`src/hdl/tmr16_pkg.sv`:
```
// Constants and carrier types of the 16-bit timer with capture and two compares.
// Assumes a classic Wishbone slave with 32-bit data, 8-bit registers in bits 7:0.
package tmr16_pkg;
	localparam logic [7:0] ADR_CTRL_A = 8'h00;
	localparam logic [7:0] ADR_CTRL_B = 8'h04;
	localparam logic [7:0] ADR_FORCE = 8'h08;
	localparam logic [7:0] ADR_CNT_L = 8'h0C;
	localparam logic [7:0] ADR_CNT_H = 8'h10;
	localparam logic [7:0] ADR_OCRA_L = 8'h14;
	localparam logic [7:0] ADR_OCRA_H = 8'h18;
	localparam logic [7:0] ADR_OCRB_L = 8'h1C;
	localparam logic [7:0] ADR_OCRB_H = 8'h20;
	localparam logic [7:0] ADR_ICR_L = 8'h24;
	localparam logic [7:0] ADR_ICR_H = 8'h28;
	localparam logic [7:0] ADR_IEN = 8'h2C;
	localparam logic [7:0] ADR_FLAGS = 8'h30;
	localparam int FORCE_A_BIT = 7;
	localparam int FORCE_B_BIT = 6;
	localparam int F_CAP = 5;
	localparam int F_CMPB = 2;
	localparam int F_CMPA = 1;
	localparam int F_OVF = 0;
	localparam logic [7:0] IRQ_MASK = 8'h27;
	localparam logic [7:0] REG_RESET = 8'h00;
	localparam logic [15:0] CNT_MAX = 16'hFFFF;
	localparam int PS_W = 10;
	localparam int PS_B8 = 3;
	localparam int PS_B64 = 6;
	localparam int PS_B256 = 8;
	localparam int PS_B1024 = 10;
	localparam int FILT_LEN = 4;
	// Clock select codes
	typedef enum logic [2:0] {
		CS_STOP = 3'h0, CS_DIV1 = 3'h1, CS_DIV8 = 3'h2, CS_DIV64 = 3'h3,
		CS_DIV256 = 3'h4, CS_DIV1024 = 3'h5, CS_EXT_FALL = 3'h6, CS_EXT_RISE = 3'h7
	} tmr16_cs_t;
	// Control register A: compare output modes and low mode bits
	typedef struct packed {
		logic [1:0] com_a;
		logic [1:0] com_b;
		logic [1:0] rsvd;
		logic [1:0] wgm_lo;
	} tmr16_ctrl_a_t;
	// Control register B: capture and clock control
	typedef struct packed {
		logic filt_en;
		logic edge_rise;
		logic rsvd;
		logic [1:0] wgm_hi;
		tmr16_cs_t cs;
	} tmr16_ctrl_b_t;
endpackage : tmr16_pkg

```
`src/hdl/tmr16_timer.sv`:
```
// 16-bit timer/counter: registers, prescaler, counter, compares, capture.
// Assumes pins arrive asynchronously; vector acknowledges come from the core clock.
//
// Design decisions made here: the placing of the registers and the Wishbone slave port.
module tmr16_timer (
	input wire logic clk_i, // 125 MHz I/O clock
	input wire logic nrst_i, // Synchronous reset, low active
	input wire logic wb_cyc_i, // Bus cycle
	input wire logic wb_stb_i, // Bus strobe
	input wire logic wb_we_i, // Write enable
	input wire logic [7:0] wb_adr_i, // Byte address
	input wire logic [3:0] wb_sel_i, // Byte selects
	input wire logic [31:0] wb_dat_i, // Write data
	output logic [31:0] wb_dat_o, // Read data
	output logic wb_ack_o, // Acknowledge
	input wire logic capture_input_pin_i, // Capture pin
	input wire logic external_clock_pin_i, // External count pin
	input wire logic acomp_i, // Comparator output
	input wire logic acomp_sel_i, // Capture from comparator
	input wire logic glob_ie_i, // Global interrupt enable
	input wire logic [7:0] irq_ack_i, // Vector executed, flag layout
	output logic [7:0] irq_req_o, // Requests, flag layout
	output logic wave_out_a_o, // Waveform A
	output logic wave_out_b_o // Waveform B
);
	tmr16_pkg::tmr16_ctrl_a_t ctrl_a_reg;
	tmr16_pkg::tmr16_ctrl_b_t ctrl_b_reg;
	logic [15:0] cnt_reg, ocra_reg, ocrb_reg, icr_reg;
	logic [7:0] temp_reg, ien_reg, flag_reg, flag_set, flag_clr, rd_next;
	logic [tmr16_pkg::PS_W-1:0] ps_reg;
	logic ext_s1, ext_s2, ext_s3, cap_s1, cap_s2;
	logic [tmr16_pkg::FILT_LEN-1:0] smp_reg;
	logic filt_reg, prev_reg, block_reg, up_reg, wa_reg, wb_reg;
	logic acc, wr, rd, cnt_wr, tick, src, cap_lvl, cap_ev;
	logic [3:0] wgm;
	logic [15:0] top;
	logic pwm, fast, dual, icr_top, at_top, m_a, m_b, f_a, f_b, ovf_ev;

	// Mode decode helpers
	function automatic logic [15:0] top_of(input logic [3:0] m, input logic [15:0] oa,
		input logic [15:0] ic);
		case (m)
			4'h1, 4'h5: top_of = 16'h00FF;
			4'h2, 4'h6: top_of = 16'h01FF;
			4'h3, 4'h7: top_of = 16'h03FF;
			4'h4, 4'h9, 4'hB, 4'hF: top_of = oa;
			4'h8, 4'hA, 4'hC, 4'hE: top_of = ic;
			default: top_of = tmr16_pkg::CNT_MAX;
		endcase
	endfunction : top_of

	function automatic logic ps_hit(input logic [tmr16_pkg::PS_W-1:0] p, input int b);
		logic [tmr16_pkg::PS_W-1:0] msk;
		msk = tmr16_pkg::PS_W'((1 << b) - 1);
		ps_hit = (p & msk) == msk;
	endfunction : ps_hit

	// Next waveform level from compare, force and top events
	function automatic logic wave_nx(input logic [1:0] com, input logic cur, input logic m,
		input logic f, input logic t, input logic up, input logic fs, input logic du,
		input logic tgl);
		wave_nx = cur;
		if (!fs && !du) begin
			if (m || f) begin
				case (com)
					2'b01: wave_nx = ~cur;
					2'b10: wave_nx = 1'b0;
					2'b11: wave_nx = 1'b1;
					default: wave_nx = cur;
				endcase
			end
		end else if (com[1]) begin
			if (m) begin
				wave_nx = (fs || up) ? com[0] : ~com[0];
			end else if (fs && t) begin
				wave_nx = ~com[0];
			end
		end else if (com[0] && tgl && m) begin
			wave_nx = ~cur;
		end
	endfunction : wave_nx

	// Mode classification
	assign wgm = {ctrl_b_reg.wgm_hi, ctrl_a_reg.wgm_lo};
	assign top = top_of(wgm, ocra_reg, icr_reg);
	assign fast = (wgm inside {4'h5, 4'h6, 4'h7, 4'hE, 4'hF});
	assign dual = (wgm inside {4'h1, 4'h2, 4'h3, 4'h8, 4'h9, 4'hA, 4'hB});
	assign pwm = fast || dual;
	assign icr_top = (wgm inside {4'h8, 4'hA, 4'hC, 4'hE});
	assign at_top = (cnt_reg == top);

	// Bus decode
	assign acc = wb_cyc_i && wb_stb_i && !wb_ack_o;
	assign wr = acc && wb_we_i && wb_sel_i[0];
	assign rd = acc && !wb_we_i;
	assign cnt_wr = wr && (wb_adr_i == tmr16_pkg::ADR_CNT_L);
	assign f_a = wr && (wb_adr_i == tmr16_pkg::ADR_FORCE) && !pwm &&
		wb_dat_i[tmr16_pkg::FORCE_A_BIT];
	assign f_b = wr && (wb_adr_i == tmr16_pkg::ADR_FORCE) && !pwm &&
		wb_dat_i[tmr16_pkg::FORCE_B_BIT];

	// Pin synchronisers
	always_ff @(posedge clk_i) begin
		if (!nrst_i) begin
			{ext_s1, ext_s2, ext_s3, cap_s1, cap_s2} <= 5'h00;
		end else begin
			ext_s1 <= external_clock_pin_i;
			ext_s2 <= ext_s1;
			ext_s3 <= ext_s2;
			cap_s1 <= capture_input_pin_i;
			cap_s2 <= cap_s1;
		end
	end

	// Free-running prescaler
	always_ff @(posedge clk_i) begin
		if (!nrst_i) begin
			ps_reg <= '0;
		end else begin
			ps_reg <= ps_reg + 1'b1;
		end
	end

	// Timer clock enable; pin is sensed whatever its direction
	always_comb begin
		case (ctrl_b_reg.cs)
			tmr16_pkg::CS_DIV1: tick = 1'b1;
			tmr16_pkg::CS_DIV8: tick = ps_hit(ps_reg, tmr16_pkg::PS_B8);
			tmr16_pkg::CS_DIV64: tick = ps_hit(ps_reg, tmr16_pkg::PS_B64);
			tmr16_pkg::CS_DIV256: tick = ps_hit(ps_reg, tmr16_pkg::PS_B256);
			tmr16_pkg::CS_DIV1024: tick = ps_hit(ps_reg, tmr16_pkg::PS_B1024);
			tmr16_pkg::CS_EXT_FALL: tick = !ext_s2 && ext_s3;
			tmr16_pkg::CS_EXT_RISE: tick = ext_s2 && !ext_s3;
			default: tick = 1'b0;
		endcase
	end

	// Capture source, filter and edge detect
	assign src = acomp_sel_i ? acomp_i : cap_s2;
	assign cap_lvl = ctrl_b_reg.filt_en ? filt_reg : src;
	assign cap_ev = !icr_top &&
		(ctrl_b_reg.edge_rise ? (cap_lvl && !prev_reg) : (!cap_lvl && prev_reg));
	always_ff @(posedge clk_i) begin
		if (!nrst_i) begin
			smp_reg <= '0;
			filt_reg <= 1'b0;
			prev_reg <= 1'b0;
		end else begin
			smp_reg <= {smp_reg[tmr16_pkg::FILT_LEN-2:0], src};
			if (&smp_reg) begin
				filt_reg <= 1'b1;
			end else if (~|smp_reg) begin
				filt_reg <= 1'b0;
			end
			prev_reg <= cap_lvl;
		end
	end

	// Compare matches, blocked on the tick after a counter write
	assign m_a = tick && !block_reg && (cnt_reg == ocra_reg);
	assign m_b = tick && !block_reg && (cnt_reg == ocrb_reg);
	always_ff @(posedge clk_i) begin
		if (!nrst_i) begin
			block_reg <= 1'b0;
		end else if (cnt_wr) begin
			block_reg <= 1'b1;
		end else if (tick) begin
			block_reg <= 1'b0;
		end
	end

	// Counter; bus write has priority over counting
	always_ff @(posedge clk_i) begin
		if (!nrst_i) begin
			cnt_reg <= 16'h0000;
			up_reg <= 1'b1;
		end else if (cnt_wr) begin
			cnt_reg <= {temp_reg, wb_dat_i[7:0]};
		end else if (tick) begin
			if (!dual) begin
				cnt_reg <= at_top ? 16'h0000 : cnt_reg + 16'h0001;
			end else if (up_reg && cnt_reg >= top) begin
				up_reg <= 1'b0;
				cnt_reg <= cnt_reg - 16'h0001;
			end else if (!up_reg && cnt_reg == 16'h0000) begin
				up_reg <= 1'b1;
				cnt_reg <= 16'h0001;
			end else begin
				cnt_reg <= up_reg ? cnt_reg + 16'h0001 : cnt_reg - 16'h0001;
			end
		end
	end

	// Waveform outputs; force gives the non-PWM action only
	always_ff @(posedge clk_i) begin
		if (!nrst_i) begin
			wa_reg <= 1'b0;
			wb_reg <= 1'b0;
		end else begin
			wa_reg <= wave_nx(ctrl_a_reg.com_a, wa_reg, m_a, f_a, tick && at_top, up_reg,
				fast, dual, wgm inside {4'h9, 4'hB, 4'hF});
			wb_reg <= wave_nx(ctrl_a_reg.com_b, wb_reg, m_b, f_b, tick && at_top, up_reg,
				fast, dual, 1'b0);
		end
	end
	assign wave_out_a_o = wa_reg;
	assign wave_out_b_o = wb_reg;

	// Flag events; force strobes never reach these
	always_comb begin
		if (fast) begin
			ovf_ev = tick && at_top;
		end else if (dual) begin
			ovf_ev = tick && !up_reg && cnt_reg == 16'h0000;
		end else begin
			ovf_ev = tick && cnt_reg == tmr16_pkg::CNT_MAX;
		end
		flag_set = 8'h00;
		flag_set[tmr16_pkg::F_CAP] = cap_ev || (icr_top && tick && at_top);
		flag_set[tmr16_pkg::F_CMPB] = m_b;
		flag_set[tmr16_pkg::F_CMPA] = m_a;
		flag_set[tmr16_pkg::F_OVF] = ovf_ev;
		flag_clr = irq_ack_i;
		if (wr && wb_adr_i == tmr16_pkg::ADR_FLAGS) begin
			flag_clr = flag_clr | wb_dat_i[7:0];
		end
	end

	// Flags and gated requests; set wins over clear
	always_ff @(posedge clk_i) begin
		if (!nrst_i) begin
			flag_reg <= tmr16_pkg::REG_RESET;
			irq_req_o <= 8'h00;
		end else begin
			flag_reg <= (flag_set | (flag_reg & ~flag_clr)) & tmr16_pkg::IRQ_MASK;
			irq_req_o <= flag_reg & ien_reg & {8{glob_ie_i}};
		end
	end

	// Capture register: hardware load or bus write
	always_ff @(posedge clk_i) begin
		if (!nrst_i) begin
			icr_reg <= 16'h0000;
		end else if (cap_ev) begin
			icr_reg <= cnt_reg;
		end else if (wr && wb_adr_i == tmr16_pkg::ADR_ICR_L) begin
			icr_reg <= {temp_reg, wb_dat_i[7:0]};
		end
	end

	// Shared high-byte temp: filled by high writes and by counter and capture low reads
	always_ff @(posedge clk_i) begin
		if (!nrst_i) begin
			temp_reg <= 8'h00;
		end else if (wr && wb_adr_i inside {tmr16_pkg::ADR_CNT_H, tmr16_pkg::ADR_OCRA_H,
			tmr16_pkg::ADR_OCRB_H, tmr16_pkg::ADR_ICR_H}) begin
			temp_reg <= wb_dat_i[7:0];
		end else if (rd && wb_adr_i == tmr16_pkg::ADR_CNT_L) begin
			temp_reg <= cnt_reg[15:8];
		end else if (rd && wb_adr_i == tmr16_pkg::ADR_ICR_L) begin
			temp_reg <= icr_reg[15:8];
		end
	end

	// Plain control and compare registers
	always_ff @(posedge clk_i) begin
		if (!nrst_i) begin
			ctrl_a_reg <= tmr16_pkg::REG_RESET;
			ctrl_b_reg <= tmr16_pkg::REG_RESET;
			ien_reg <= tmr16_pkg::REG_RESET;
			ocra_reg <= 16'h0000;
			ocrb_reg <= 16'h0000;
		end else if (wr) begin
			case (wb_adr_i)
				tmr16_pkg::ADR_CTRL_A: ctrl_a_reg <= wb_dat_i[7:0];
				tmr16_pkg::ADR_CTRL_B: ctrl_b_reg <= wb_dat_i[7:0] & 8'hDF;
				tmr16_pkg::ADR_IEN: ien_reg <= wb_dat_i[7:0] & tmr16_pkg::IRQ_MASK;
				tmr16_pkg::ADR_OCRA_L: ocra_reg <= {temp_reg, wb_dat_i[7:0]};
				tmr16_pkg::ADR_OCRB_L: ocrb_reg <= {temp_reg, wb_dat_i[7:0]};
				default: ;
			endcase
		end
	end

	// Read mux; force register and unmapped read zero
	always_comb begin
		case (wb_adr_i)
			tmr16_pkg::ADR_CTRL_A: rd_next = ctrl_a_reg;
			tmr16_pkg::ADR_CTRL_B: rd_next = ctrl_b_reg;
			tmr16_pkg::ADR_CNT_L: rd_next = cnt_reg[7:0];
			tmr16_pkg::ADR_CNT_H: rd_next = temp_reg;
			tmr16_pkg::ADR_OCRA_L: rd_next = ocra_reg[7:0];
			tmr16_pkg::ADR_OCRA_H: rd_next = ocra_reg[15:8];
			tmr16_pkg::ADR_OCRB_L: rd_next = ocrb_reg[7:0];
			tmr16_pkg::ADR_OCRB_H: rd_next = ocrb_reg[15:8];
			tmr16_pkg::ADR_ICR_L: rd_next = icr_reg[7:0];
			tmr16_pkg::ADR_ICR_H: rd_next = temp_reg;
			tmr16_pkg::ADR_IEN: rd_next = ien_reg;
			tmr16_pkg::ADR_FLAGS: rd_next = flag_reg;
			default: rd_next = 8'h00;
		endcase
	end

	// Bus answer, one cycle after the request
	always_ff @(posedge clk_i) begin
		if (!nrst_i) begin
			wb_ack_o <= 1'b0;
			wb_dat_o <= 32'h0000_0000;
		end else begin
			wb_ack_o <= acc;
			wb_dat_o <= rd ? {24'h00_0000, rd_next} : 32'h0000_0000;
		end
	end

	a_force_rd_zero: assert property (@(posedge clk_i) disable iff (!nrst_i)
		rd && wb_adr_i == tmr16_pkg::ADR_FORCE |=> wb_ack_o && wb_dat_o == 32'h0000_0000)
		else $error("force register read nonzero");
	a_rsvd_bit_zero: assert property (@(posedge clk_i) disable iff (!nrst_i)
		wr && wb_adr_i == tmr16_pkg::ADR_CTRL_B |=> !ctrl_b_reg.rsvd && wb_ack_o)
		else $error("reserved control bit stored");
	a_capture_load: assert property (@(posedge clk_i) disable iff (!nrst_i)
		cap_ev |=> icr_reg == $past(cnt_reg) && flag_reg[tmr16_pkg::F_CAP])
		else $error("capture did not load counter");
	a_capture_off_top: assert property (@(posedge clk_i) disable iff (!nrst_i)
		icr_top |-> !cap_ev)
		else $error("capture while capture register is top");
	a_cmpa_flag_cause: assert property (@(posedge clk_i) disable iff (!nrst_i)
		$rose(flag_reg[tmr16_pkg::F_CMPA]) |-> $past(tick && cnt_reg == ocra_reg && !block_reg))
		else $error("compare flag without a match");
	a_cnt_wr_block: assert property (@(posedge clk_i) disable iff (!nrst_i)
		cnt_wr ##1 tick |-> !m_a && !m_b)
		else $error("match after counter write");
	a_stop_holds: assert property (@(posedge clk_i) disable iff (!nrst_i)
		ctrl_b_reg.cs == tmr16_pkg::CS_STOP && !cnt_wr |=> $stable(cnt_reg))
		else $error("stopped counter moved");
	a_set_beats_clr: assert property (@(posedge clk_i) disable iff (!nrst_i)
		(flag_set & flag_clr & tmr16_pkg::IRQ_MASK) != 8'h00
		|=> (flag_reg & $past(flag_set & flag_clr)) == ($past(flag_set & flag_clr) & tmr16_pkg::IRQ_MASK))
		else $error("flag event lost to clear");
	a_irq_gating: assert property (@(posedge clk_i) disable iff (!nrst_i)
		irq_req_o[tmr16_pkg::F_OVF] |-> $past(flag_reg[tmr16_pkg::F_OVF]
		&& ien_reg[tmr16_pkg::F_OVF] && glob_ie_i))
		else $error("request not gated");
	a_ovf_normal: assert property (@(posedge clk_i) disable iff (!nrst_i)
		wgm == 4'h0 && tick && !cnt_wr && cnt_reg == tmr16_pkg::CNT_MAX
		|=> flag_reg[tmr16_pkg::F_OVF] && cnt_reg == 16'h0000)
		else $error("overflow not flagged");
endmodule : tmr16_timer

```
`config.mk`:
```
export PLATFORM = sky130hd
export DESIGN_NAME = tmr16_timer
export DESIGN_NICKNAME = d
export VERILOG_FILES = /design/src/hdl/tmr16_pkg.sv /design/src/hdl/tmr16_timer.sv
export SDC_FILE = /design/constraint.sdc
export NUM_CORES = 1
export LEC_CHECK = 0
export CORE_ASPECT_RATIO = 1.1
export CORE_MARGIN = 2
export CORE_UTILIZATION = 30
export DETAILED_ROUTE_END_ITERATION = 12
export DONT_BUFFER_PORTS = 1
export HOLD_SLACK_MARGIN = 0.02
export PLACE_DENSITY = 0.44
export SLEW_MARGIN = 25
export SYNTH_ARGS = -nofsm -noshare
export SYNTH_HDL_FRONTEND = slang
export SYNTH_SLANG_ARGS = --single-unit
export TNS_END_PERCENT = 50
```
`constraint.sdc`:
```
create_clock -name clk_i -period 3.37 [get_ports clk_i]
set_clock_uncertainty 0.15 [all_clocks]
set_input_delay 0.1685 -clock clk_i [delete_from_list [all_inputs] [get_ports clk_i]]
set_output_delay 0.1685 -clock clk_i [all_outputs]
set_load 0.02 [all_outputs]
```
==> results.txt, run 1 <==
RSZ-0062 raised after global routing: true
Synthesized area: 0.00851 mm^2
Cell Rows: 64
CTS Sinks: 133
Avg Vias per Cell: 5.65
Yosys cell types: 80
Synth warnings: 0
Failing checks: setup timing
Final Cycle Share: 101%
Core area: 0.0279 mm^2
H-tree Lvls: 4
Prevailing post-synth register cell: dfxtp_1
Share of the yosys chip area belonging to registers: 31.3%
Worst setup SP type: flop
Non-Filler Instances: 1495
Initial core utilization: 30.5%
Placed Cells: 1411
Post-DP HPWL: 24.6 mm
Antenna violations before repair: 0
Largest net degree at the start of global routing: 37
Finished layout cell area: 0.0108 mm^2
Port Buffers: 0
Max cap viols: 0
Vias in the first global route: 8113
Share of layout cells above drive strength 1: 21.4%
Tot Pwr: 3840 uW
Area Growth Syn to Fin: 26.3%
Setup TNS: -74.9 ps
CP Max Fanout: 7
Top Ports: 105
VDD IR max: 0.198 mV
Final worst-path setup slack: -42.4 ps
Met3 usage: 4.58%
Clk root buf: clkbuf_16
Avg Inst Size Synth: 8.30 um^2
Routability cong.: 0.907
CP Data Required Time: 3530 ps
DR iter-0 viols: 774
PwrDens: 357 mW/mm^2
Slew HR: 36.1%
CTS tree: done
Status: finished, violations left
Max Root-Sink Buffers: 2
Routed len/inst: 23.1 um
Slew @ Worst Pin: 953 ps
WP data arrival: 3580 ps
Maximum clock frequency: 0.293 GHz
Leakage: 0.00418 uW
ANT cells: 0
CTS clock-pin slew for the worst setup and hold paths: 70 ps
Mapped Cells: 1026
Drt first pass iters: 8
Final ANT Viol Nets: 0
Vias: 8446
Met1 Use GR: 30.2%
Layout Nets: 1201
Die Y: 181 um
Worst-Skew Late Latency: 430 ps
First-pass GRT wire length: 51.5 mm
Slew Limit Fails: 0
Setup crit end kind: flop
Grt peak-use layer: met2
Final Hold Viols: 0
Post-layout utilization of the core: 38.6%
Yosys reg bits: 133
Crit path kind: reg2reg
Met2 GRT Util: 37.4%
Post-synth EDFFs: 0
Hold WC Path Type: in2reg
Die W: 165 um
Post-synthesis async set-or-reset flop share: 0%
Die Area: 0.0297 mm^2
Final Setup Violations: 2
GRT overflow: 0
Placed inst area: 0.00929 mm^2
CTS buffer count: 17
Final min period: 3410 ps
Gr usage total: 23.3%
Final Routed Wirelength: 34.5 mm
Drt drc: 0
-- where the power goes --
part           internal (uW)  switching [uW]  total, uW
clock                   1250             793       2040
sequential              1590            18.4       1610
combinational           59.2             133        192
total                   2900             945       3840
-- placed cells by master (no fill, tap or decap), types with 14 or more instances in the layout --
cell and instances:
mux2i_1 59, and3_1 15, o21ai_1 16, dlygate4sd3_1 31
a221oi_1 17, xor2_1 42, nor3_1 21, conb_1 28
ha_1 16, a31oi_1 17, nor2_1 106, a21oi_1 58
nand3_1 29, nand2_1 92, and2_1 20, buf_4 104
clkbuf_16 17, dfxtp_1 129, nor4_1 14
-- cells by family (layout without fill, tap and decap cells) --
family | after synthesis | after routing | share of synthesized area (%)
other cells | 1 | 28 | 0.0441
buf+inv | 117 | 196 | 7.09
simple gates | 386 | 386 | 24.0
xor+xnor | 52 | 52 | 5.35
fa+ha+maj | 20 | 20 | 2.94
mux | 67 | 67 | 8.11
compound gates | 250 | 250 | 21.2
flops | 133 | 133 | 31.3
-- Yosys cell counts, drive strengths merged (7+ instances only) --
| cell type | n | share of area, % |
|---|---|---|
| a211oi | 24 | 2.7 |
| a21oi | 64 | 3.8 |
| a221oi | 18 | 1.9 |
| a222oi | 10 | 1.2 |
| a22o | 9 | 0.93 |
| a31oi | 19 | 1.4 |
| and2 | 23 | 1.7 |
| and3 | 15 | 1.1 |
| buf | 59 | 4.5 |
| clkbuf | 43 | 1.9 |
| dfxtp | 133 | 31 |
| ha | 20 | 2.9 |
| inv | 13 | 0.57 |
| mux2i | 60 | 7.1 |
| nand2 | 95 | 4.3 |
| nand3 | 29 | 1.7 |
| nand3b | 7 | 0.76 |
| nand4 | 15 | 1.4 |
| nor2 | 111 | 5.0 |
| nor3 | 36 | 2.9 |
| nor4 | 18 | 2.0 |
| o21ai | 30 | 1.8 |
| o221ai | 8 | 0.82 |
| o22ai | 10 | 0.73 |
| o31ai | 9 | 1.0 |
| xnor2 | 10 | 1.0 |
| xor2 | 42 | 4.3 |
-- worst paths after layout --
path                      start      endpoint  slack [ps]  depth (start not counted)
hold / removal      wb_adr_i[1]  wave_out_a_o          40                          5
hold reg to reg          cap_s1        cap_s2         280                          1
setup / recovery  ctrl_b_reg[3]    cnt_reg[4]         -40                         16
setup reg to reg  ctrl_b_reg[3]    cnt_reg[4]         -40                         16
-- repair_timing --
action | 4_1_cts | 5_1_grt
setup buffers | 18 | 3
gates resized for setup | 30 | 44
endpoints found under the setup margin | 20 | 17
hold buffers | 32 | 0
pin swaps | 17 | 16
endpoints found under the hold margin | 104 | 0
-- per-layer routing --
metal	share of wire (%)	wire, um
met4	3.8	1320
met5	0	0
met3	6.8	2340
met1	42	14500
met2	47	16300
-- stage by stage --
stage | setup WS [ps] | hold slack [ps]
final | -42.4 | 40.0
after global routing | -199 | 68.3
after CTS | -96.5 | 46.8
after detailed placement | -597 | 114
after global placement | -533 | 122
after floorplan | 29.2 | 146
-- cell type report --
| type | count | area [um^2] |
|---|---|---|
| Inverter | 15 | 58.8 |
| Sequential cell | 133 | 2670 |
| Multi-Input combinational cell | 803 | 5660 |
| Fill cell | 2882 | 17100 |
| Clock buffer | 18 | 429 |
| Timing Repair Buffer | 149 | 1290 |
| Clock inverter | 14 | 199 |
| Tap cell | 363 | 454 |
-- worst max-delay path, stage by stage, from the launching register on --
cell       delay (ps)
dfxtp_2           320
nor2b_4           170
buf_6             110
and2_4            180
a21oi_1            50
a21oi_1           190
a21oi_2            80
ha_1              300
nand4_1           220
buf_4             230
nor4b_4           320
nor2_2            120
buf_4             160
o2bb2ai_1         120
a221o_1           330
o211ai_1          130
o41ai_2           120
(Power assumes the default switching activity.)
==> run 2: changes to the inputs <==
--- a/config.mk
+++ b/config.mk
@@ -12,6 +12,7 @@
 export DONT_BUFFER_PORTS = 1
 export HOLD_SLACK_MARGIN = 0.02
 export PLACE_DENSITY = 0.44
+export SETUP_SLACK_MARGIN = 0.3
 export SLEW_MARGIN = 25
 export SYNTH_ARGS = -nofsm -noshare
 export SYNTH_HDL_FRONTEND = slang
==> run 2 against run 1 <==
The run now ends clean; core utilization up 0.80 points; worst setup slack better by 160 ps; routed wire length down 0.21%; highest routed layer unchanged; final cell count down 0.40%; design area up 2.1%; critical path depth down 1; clock power about the same; register-to-register slack better by 160 ps; count of clock-buffer cells in the layout up 2; largest power group unchanged; combinational power down 2%; first-iteration DRC count up 5.3%; flip-flop and latch count unchanged.
==> results.txt, run 2 (synthesized netlist as in run 1, its figures left out) <==
First-pass GRT wire length: 51.5 mm (about the same)
Die Y: 181 um (unchanged)
Slew @ Worst Pin: 930 ps (-22.2 ps)
Avg Vias per Cell: 5.66 (+0.22%)
FF-to-FF setup slack: 120 ps (+160 ps)
Die W: 165 um (unchanged)
Crit path kind: reg2reg
RSZ-0062 raised after global routing: true
CP bufs+invs: 3 (unchanged)
Slew Limit Fails: 0 (unchanged)
ANT cells: 0 (unchanged)
Layout Nets: 1195 (-0.50%)
Leading cell type in the layout, fill and taps excluded: dfxtp_1
Clk root buf: clkbuf_16
Initial core utilization: 30.5% (unchanged)
PwrDens: 351 mW/mm^2 (-1.8%)
Cell family with most CP delay: simple AND/OR/NAND/NOR gates
Final Setup Violations: 0 (-2)
Most numerous cell on the critical path: buf_4
Commonest cells after routing, fill and taps aside: dfxtp_1 (129), nor2_1 (107), buf_4 (90), nand2_1 (85), mux2i_1 (58)
Routed len/inst: 23.1 um (+0.19%)
Post-layout utilization of the core: 39.4% (+0.80 points)
Post-DP HPWL: 24.1 mm (-2.1%)
Max stage delay cell, worst path: dfxtp_4
CTS tree: done
Met2 GRT Util: 38.0% (+0.52 points)
Slew HR: 37.6% (+1.5 points)
CTS Sinks: 133 (unchanged)
Routability cong.: 0.924 (+1.9%)
Max cap viols: 0 (unchanged)
Setup crit end kind: flop
H-tree Lvls: 4 (unchanged)
Grt peak-use layer: met2
FILL cells: 2872 (-0.35%)
VDD IR max: 0.218 mV (+9.8%)
Gr usage total: 23.3% (-0.049 points)
DR iter-0 viols: 815 (+5.3%)
Core area: 0.0279 mm^2 (unchanged)
Final ANT Viol Nets: 0 (unchanged)
FF+latch area: 0.00268 mm^2 (+0.28%)
Drt drc: 0 (unchanged)
Vias in the first global route: 8071 (-0.52%)
Final Hold Viols: 0 (unchanged)
Crit-path max cell delay: 370 ps (+40 ps)
Antenna violations before repair: 0 (unchanged)
Tot Pwr: 3850 uW (+0.28%)
Share of layout cells above drive strength 1: 23.4% (+2.0 points)
CP Max Fanout: 7 (unchanged)
Cell Rows: 64 (unchanged)
Area Growth Syn to Fin: 29.0%
Final min period: 3250 ps (-161 ps)
Met1 Use GR: 31.0% (+0.72 points)
Max Root-Sink Buffers: 2 (unchanged)
Multi-input gate area: 0.00584 mm^2 (+3.2%)
Met3 usage: 3.59% (-0.99 points)
WP data arrival: 3420 ps (-160 ps)
Worst setup SP type: flop
GRT overflow: 0 (unchanged)
Top Ports: 105 (unchanged)
Status: finished clean
Final Cycle Share: 96.5% (-4.8 points)
Port Buffers: 0 (unchanged)
Final Routed Wirelength: 34.4 mm (-0.21%)
CP Cell Sequence: nor2b_4 > and2_4 > a21oi_2 > o211a_1 > ha_4 > nand4_1 > buf_4 > nor4b_4 > buf_4 > nor2_4 > buf_12 > a41oi_4 > nor2_1 > o31ai_1 > a31oi_1
Hold WC Path Type: in2reg
Largest net degree at the start of global routing: 51 (+38%)
Maximum clock frequency: 0.308 GHz (+4.9%)
Leakage: 0.00423 uW (+1.2%)
CTS buffer count: 17 (unchanged)
Vias: 8431 (-0.18%)
CP Data Required Time: 3540 ps (about the same)
Drt first pass iters: 5 (-3)
Setup TNS: 0 ps (+74.9 ps)
CTS clock-pin slew for the worst setup and hold paths: 70 ps (about the same)
Die Area: 0.0297 mm^2 (unchanged)
Worst-Skew Late Latency: 440 ps (about the same)
==> run 2: worst reg2reg max path, stage by stage (launching register included) <==
cell and delay [ps]:
dfxtp_4 370, nor2b_4 120, and2_4 200, a21oi_2 40, o211a_1 270, ha_4 280, nand4_1 180, buf_4 210
nor4b_4 310, buf_4 180, nor2_4 50, buf_12 160, a41oi_4 220, nor2_1 70, o31ai_1 210, a31oi_1 120
==> run 2: worst paths after layout <==
kind,start,endpoint,depth (start not counted)
worst max register to register,ctrl_a_reg[1],cnt_reg[14],15
worst max-delay path,ctrl_a_reg[1],cnt_reg[14],15
worst min-delay path,nrst_i,wb_dat_o[2],2
worst min register to register,ext_s1,ext_s2,1
==> run 2: metal layers <==
layer  up-vias  part of all wire, %
met2       316                   48
li1       3902                    -
met5         -                    0
met4         0                  3.3
met3        72                  5.0
met1      4141                   43
==> run 2: final cells by class <==
class,instances,area share (%)
clock buffer,20,4.16
clock inverter,12,1.61
inverter,15,0.536
multi-input combinational,803,53.2
sequential,133,24.4
tap,363,4.14
timing repair buffer,143,12.0
==> run 2: timing repair <==
| item | 4_1_cts | 5_1_grt |
|---|---|---|
| pin swaps | 14 | 35 |
| hold endpoints to repair | 97 | 0 |
| hold buffers | 30 | 0 |
| setup buffers | 12 | 12 |
| gates resized for setup | 46 | 62 |
| endpoints found under the setup margin | 18 | 19 |
==> run 2: metrics by stage <==
stage | cells | instance area (um^2) | hold slack [ps] | worst slack, ps
after floorplan | 1053 | 8680 | 146 | 218
after global placement | 1403 | 9340 | 115 | -86.8
after detailed placement | 1403 | 9340 | 116 | -79.0
after CTS | 1477 | 10600 | 36.8 | 145
after global routing | 1489 | 11000 | 44.8 | -28.5
final | 1489 | 11000 | 42.1 | 118
==> run 2: where the power goes <==
group / switching [uW] / leakage, uW / internal, uW / total [uW]
sequential: 17.9 / 0.00108 / 1590 / 1610
clock: 780 / 0.000306 / 1280 / 2060
combinational: 131 / 0.00285 / 56.5 / 188
total: 929 / 0.00423 / 2920 / 3850
==> run 3: changes to the inputs <==
--- a/config.mk
+++ b/config.mk
@@ -11,7 +11,7 @@
 export DETAILED_ROUTE_END_ITERATION = 12
 export DONT_BUFFER_PORTS = 1
 export HOLD_SLACK_MARGIN = 0.02
-export PLACE_DENSITY = 0.44
+export PLACE_DENSITY = 0.46
 export SETUP_SLACK_MARGIN = 0.3
 export SLEW_MARGIN = 25
 export SYNTH_ARGS = -nofsm -noshare
==> run 3 against run 2 <==
Core utilization shrank 0.66 points; via count shrank 1.1%; sequential share of layout area grew 0.42 points; die area is the same; largest power group unchanged; flip-flop and latch count is the same; combinational power grew 2%; global-route usage shrank 0.53 points; clock power shrank 9.7%; first-iteration DRC count shrank 2.9%; count of clock-buffer cells in the layout shrank 2; critical path depth shrank 1; design area shrank 1.7%.
==> results.txt, run 3 (synthesized netlist as in run 1, its figures left out) <==
Status: finished clean
Critical Path End: cnt_reg[3]
Slew Limit Fails: 0 (unchanged)
Routed len/inst: 22.6 um (-2.3%)
RSZ-0062 raised after global routing: true
Layout Nets: 1193 (-0.17%)
Internal Pwr Total: 2690 uW (-8.1%)
Share of layout cells above drive strength 1: 22.4% (-0.94 points)
Worst setup SP type: flop
CTS Sinks: 133 (unchanged)
Vias: 8336 (-1.1%)
Setup crit end kind: flop
H-tree Lvls: 4 (unchanged)
DR iter-0 viols: 791 (-2.9%)
Top Ports: 105 (unchanged)
Worst-Skew Late Latency: 440 ps (about the same)
Avg Vias per Cell: 5.60 (-1.1%)
Final ANT Viol Nets: 0 (unchanged)
Worst R2R Start: ctrl_b_reg[4]
Maximum clock frequency: 0.307 GHz (-0.27%)
CTS tree: done
Final min period: 3260 ps (+8.69 ps)
FF-to-FF End: cnt_reg[3]
Worst Hold Depth: 2 (unchanged)
R2R depth: 14 (-1)
VDD IR max: 0.297 mV (+36%)
Hold WC Path Type: in2reg
Placed inst area: 0.00923 mm^2 (-1.2%)
CP startpoint: ctrl_b_reg[4]
Net Sw Power: 972 uW (+4.6%)
Finished layout cell area: 0.0108 mm^2 (-1.7%)
Die W: 165 um (unchanged)
FF-to-FF setup slack: 110 ps (about the same)
GRT overflow: 0 (unchanged)
Slew @ Worst Pin: 873 ps (-57.0 ps)
Die Y: 181 um (unchanged)
FILL cells: 2894 (+0.77%)
Non-Filler Instances: 1488 (-0.067%)
Drt drc: 0 (unchanged)
Leakage: 0.00413 uW (-2.4%)
PwrDens: 339 mW/mm^2 (-3.4%)
Drt first pass iters: 7 (+2)
CTS clock-pin slew for the worst setup and hold paths: 60 ps (about the same)
Max Root-Sink Buffers: 2 (unchanged)
Final Setup Violations: 0 (unchanged)
Max cap viols: 0 (unchanged)
Initial core utilization: 30.5% (unchanged)
Gr usage total: 22.7% (-0.53 points)
Slew HR: 41.4% (+3.8 points)
Final Cycle Share: 96.7% (+0.26 points)
CP Max Fanout: 7 (unchanged)
Final Routed Wirelength: 33.6 mm (-2.4%)
Largest net degree at the start of global routing: 34 (-33%)
CTS buffer count: 17 (unchanged)
Final worst-path setup slack: 110 ps (-8.69 ps)
Post-DP HPWL: 23.8 mm (-1.1%)
Core area: 0.0279 mm^2 (unchanged)
Final Hold Viols: 0 (unchanged)
Routability cong.: 0.920 (-0.36%)
Crit path kind: reg2reg
Clk root buf: clkbuf_16
First-pass GRT wire length: 50.5 mm (-1.8%)
Leading cell type in the layout, fill and taps excluded: dfxtp_1
Combinational share of power: 5.3% (+0.4 points)
CP Data Required Time: 3540 ps (about the same)
Cell Rows: 64 (unchanged)
Area Growth Syn to Fin: 26.8%
DP Worst Slack: 4.56 ps (+83.6 ps)
Port Buffers: 0 (unchanged)
Clk network pwr share: 50.9% (-2.5 points)
Placed Cells: 1397 (-0.43%)
Commonest cells after routing, fill and taps aside: dfxtp_1 (129), nor2_1 (108), buf_4 (95), nand2_1 (85), mux2i_1 (59)
Antenna violations before repair: 1 (+1)
Die Area: 0.0297 mm^2 (unchanged)
Vias in the first global route: 8014 (-0.71%)
Hold slack: 47.4 ps (+5.31 ps)
Sw Share: 26.6% (+2.4 points)
WP data arrival: 3430 ps (about the same)
Sequential group share of total power: 43.9% (+2.2 points)
run 3: changes by cell type in the layout (fill, tap and decap cells not counted), moves of 4 or more:
cell           previous run  this run
buf_12                    9         3
o21ai_1                  11        15
buf_4                    90        95
dlygate4sd3_1            29        33
buf_6                    15         9
run 3: per-layer routing:
metal	global-route usage (%)	vias up	share of wire, %
met3	4.23	65	5.4
met1	29.9	4114	43
li1	-	3903	-
met4	8.42	0	3.2
met2	36.8	254	48
met5	0	-	0
run 3: worst min-delay path by stage:
stage                   startpoint           to
6_report                    nrst_i  flag_reg[5]
5_1_grt                     nrst_i  wb_dat_o[1]
4_1_cts                     nrst_i  flag_reg[0]
3_5_place_dp                nrst_i       up_reg
3_3_place_gp                nrst_i       up_reg
2_1_floorplan  capture_input_pin_i       cap_s1
run 3: power by group through the flow:
| stage | Clock, uW | Combinational (uW) | Sequential [uW] |
|---|---|---|---|
| after floorplan | 0 | 147 | 1640 |
| after global placement | 0 | 131 | 1640 |
| after detailed placement | 0 | 132 | 1640 |
| after CTS | 1890 | 190 | 1610 |
| after global routing | 1960 | 207 | 1610 |
| final | 1860 | 192 | 1610 |
run 3: cell type report:
class                   instances  area (um^2)  share of cell area, %
multi-input cells             803         5810                   53.8
diodes                          1         2.50                 0.0232
flip-flops and latches        133         2680                   24.8
clock buffers                  18          429                   3.98
well taps                     363          454                   4.21
clock inverters                14          145                   1.34
inverters                      15         58.8                  0.545
repair buffers                141         1220                   11.3
run 3: repair_timing:
action,4_1_cts,5_1_grt
pin swaps,27,30
gates resized for setup,51,48
setup endpoints to repair,18,20
endpoints found under the hold margin,97,0
hold buffers,34,0
setup buffers,17,7
run 3: metrics by stage:
step	total power, uW	utilization (%)	TNS (ps)
after floorplan	1780	-	0
after global placement	1770	33.1	-9.40
after detailed placement	1780	33.1	0
after CTS	3690	37.7	0
after global routing	3780	38.7	-285
final	3660	38.7	0
run 3: worst max-delay path, stage by stage, from the launching register on:
cell and delay [ps]:
dfxtp_4 350, buf_6 120, nor3_4 250, a21o_4 190, nand2_2 60, o211a_1 180
ha_4 280, nand4_1 100, buf_6 160, nor4b_4 290, buf_4 170, nor2_4 50
mux4_2 510, o31ai_2 190, o21ai_1 90
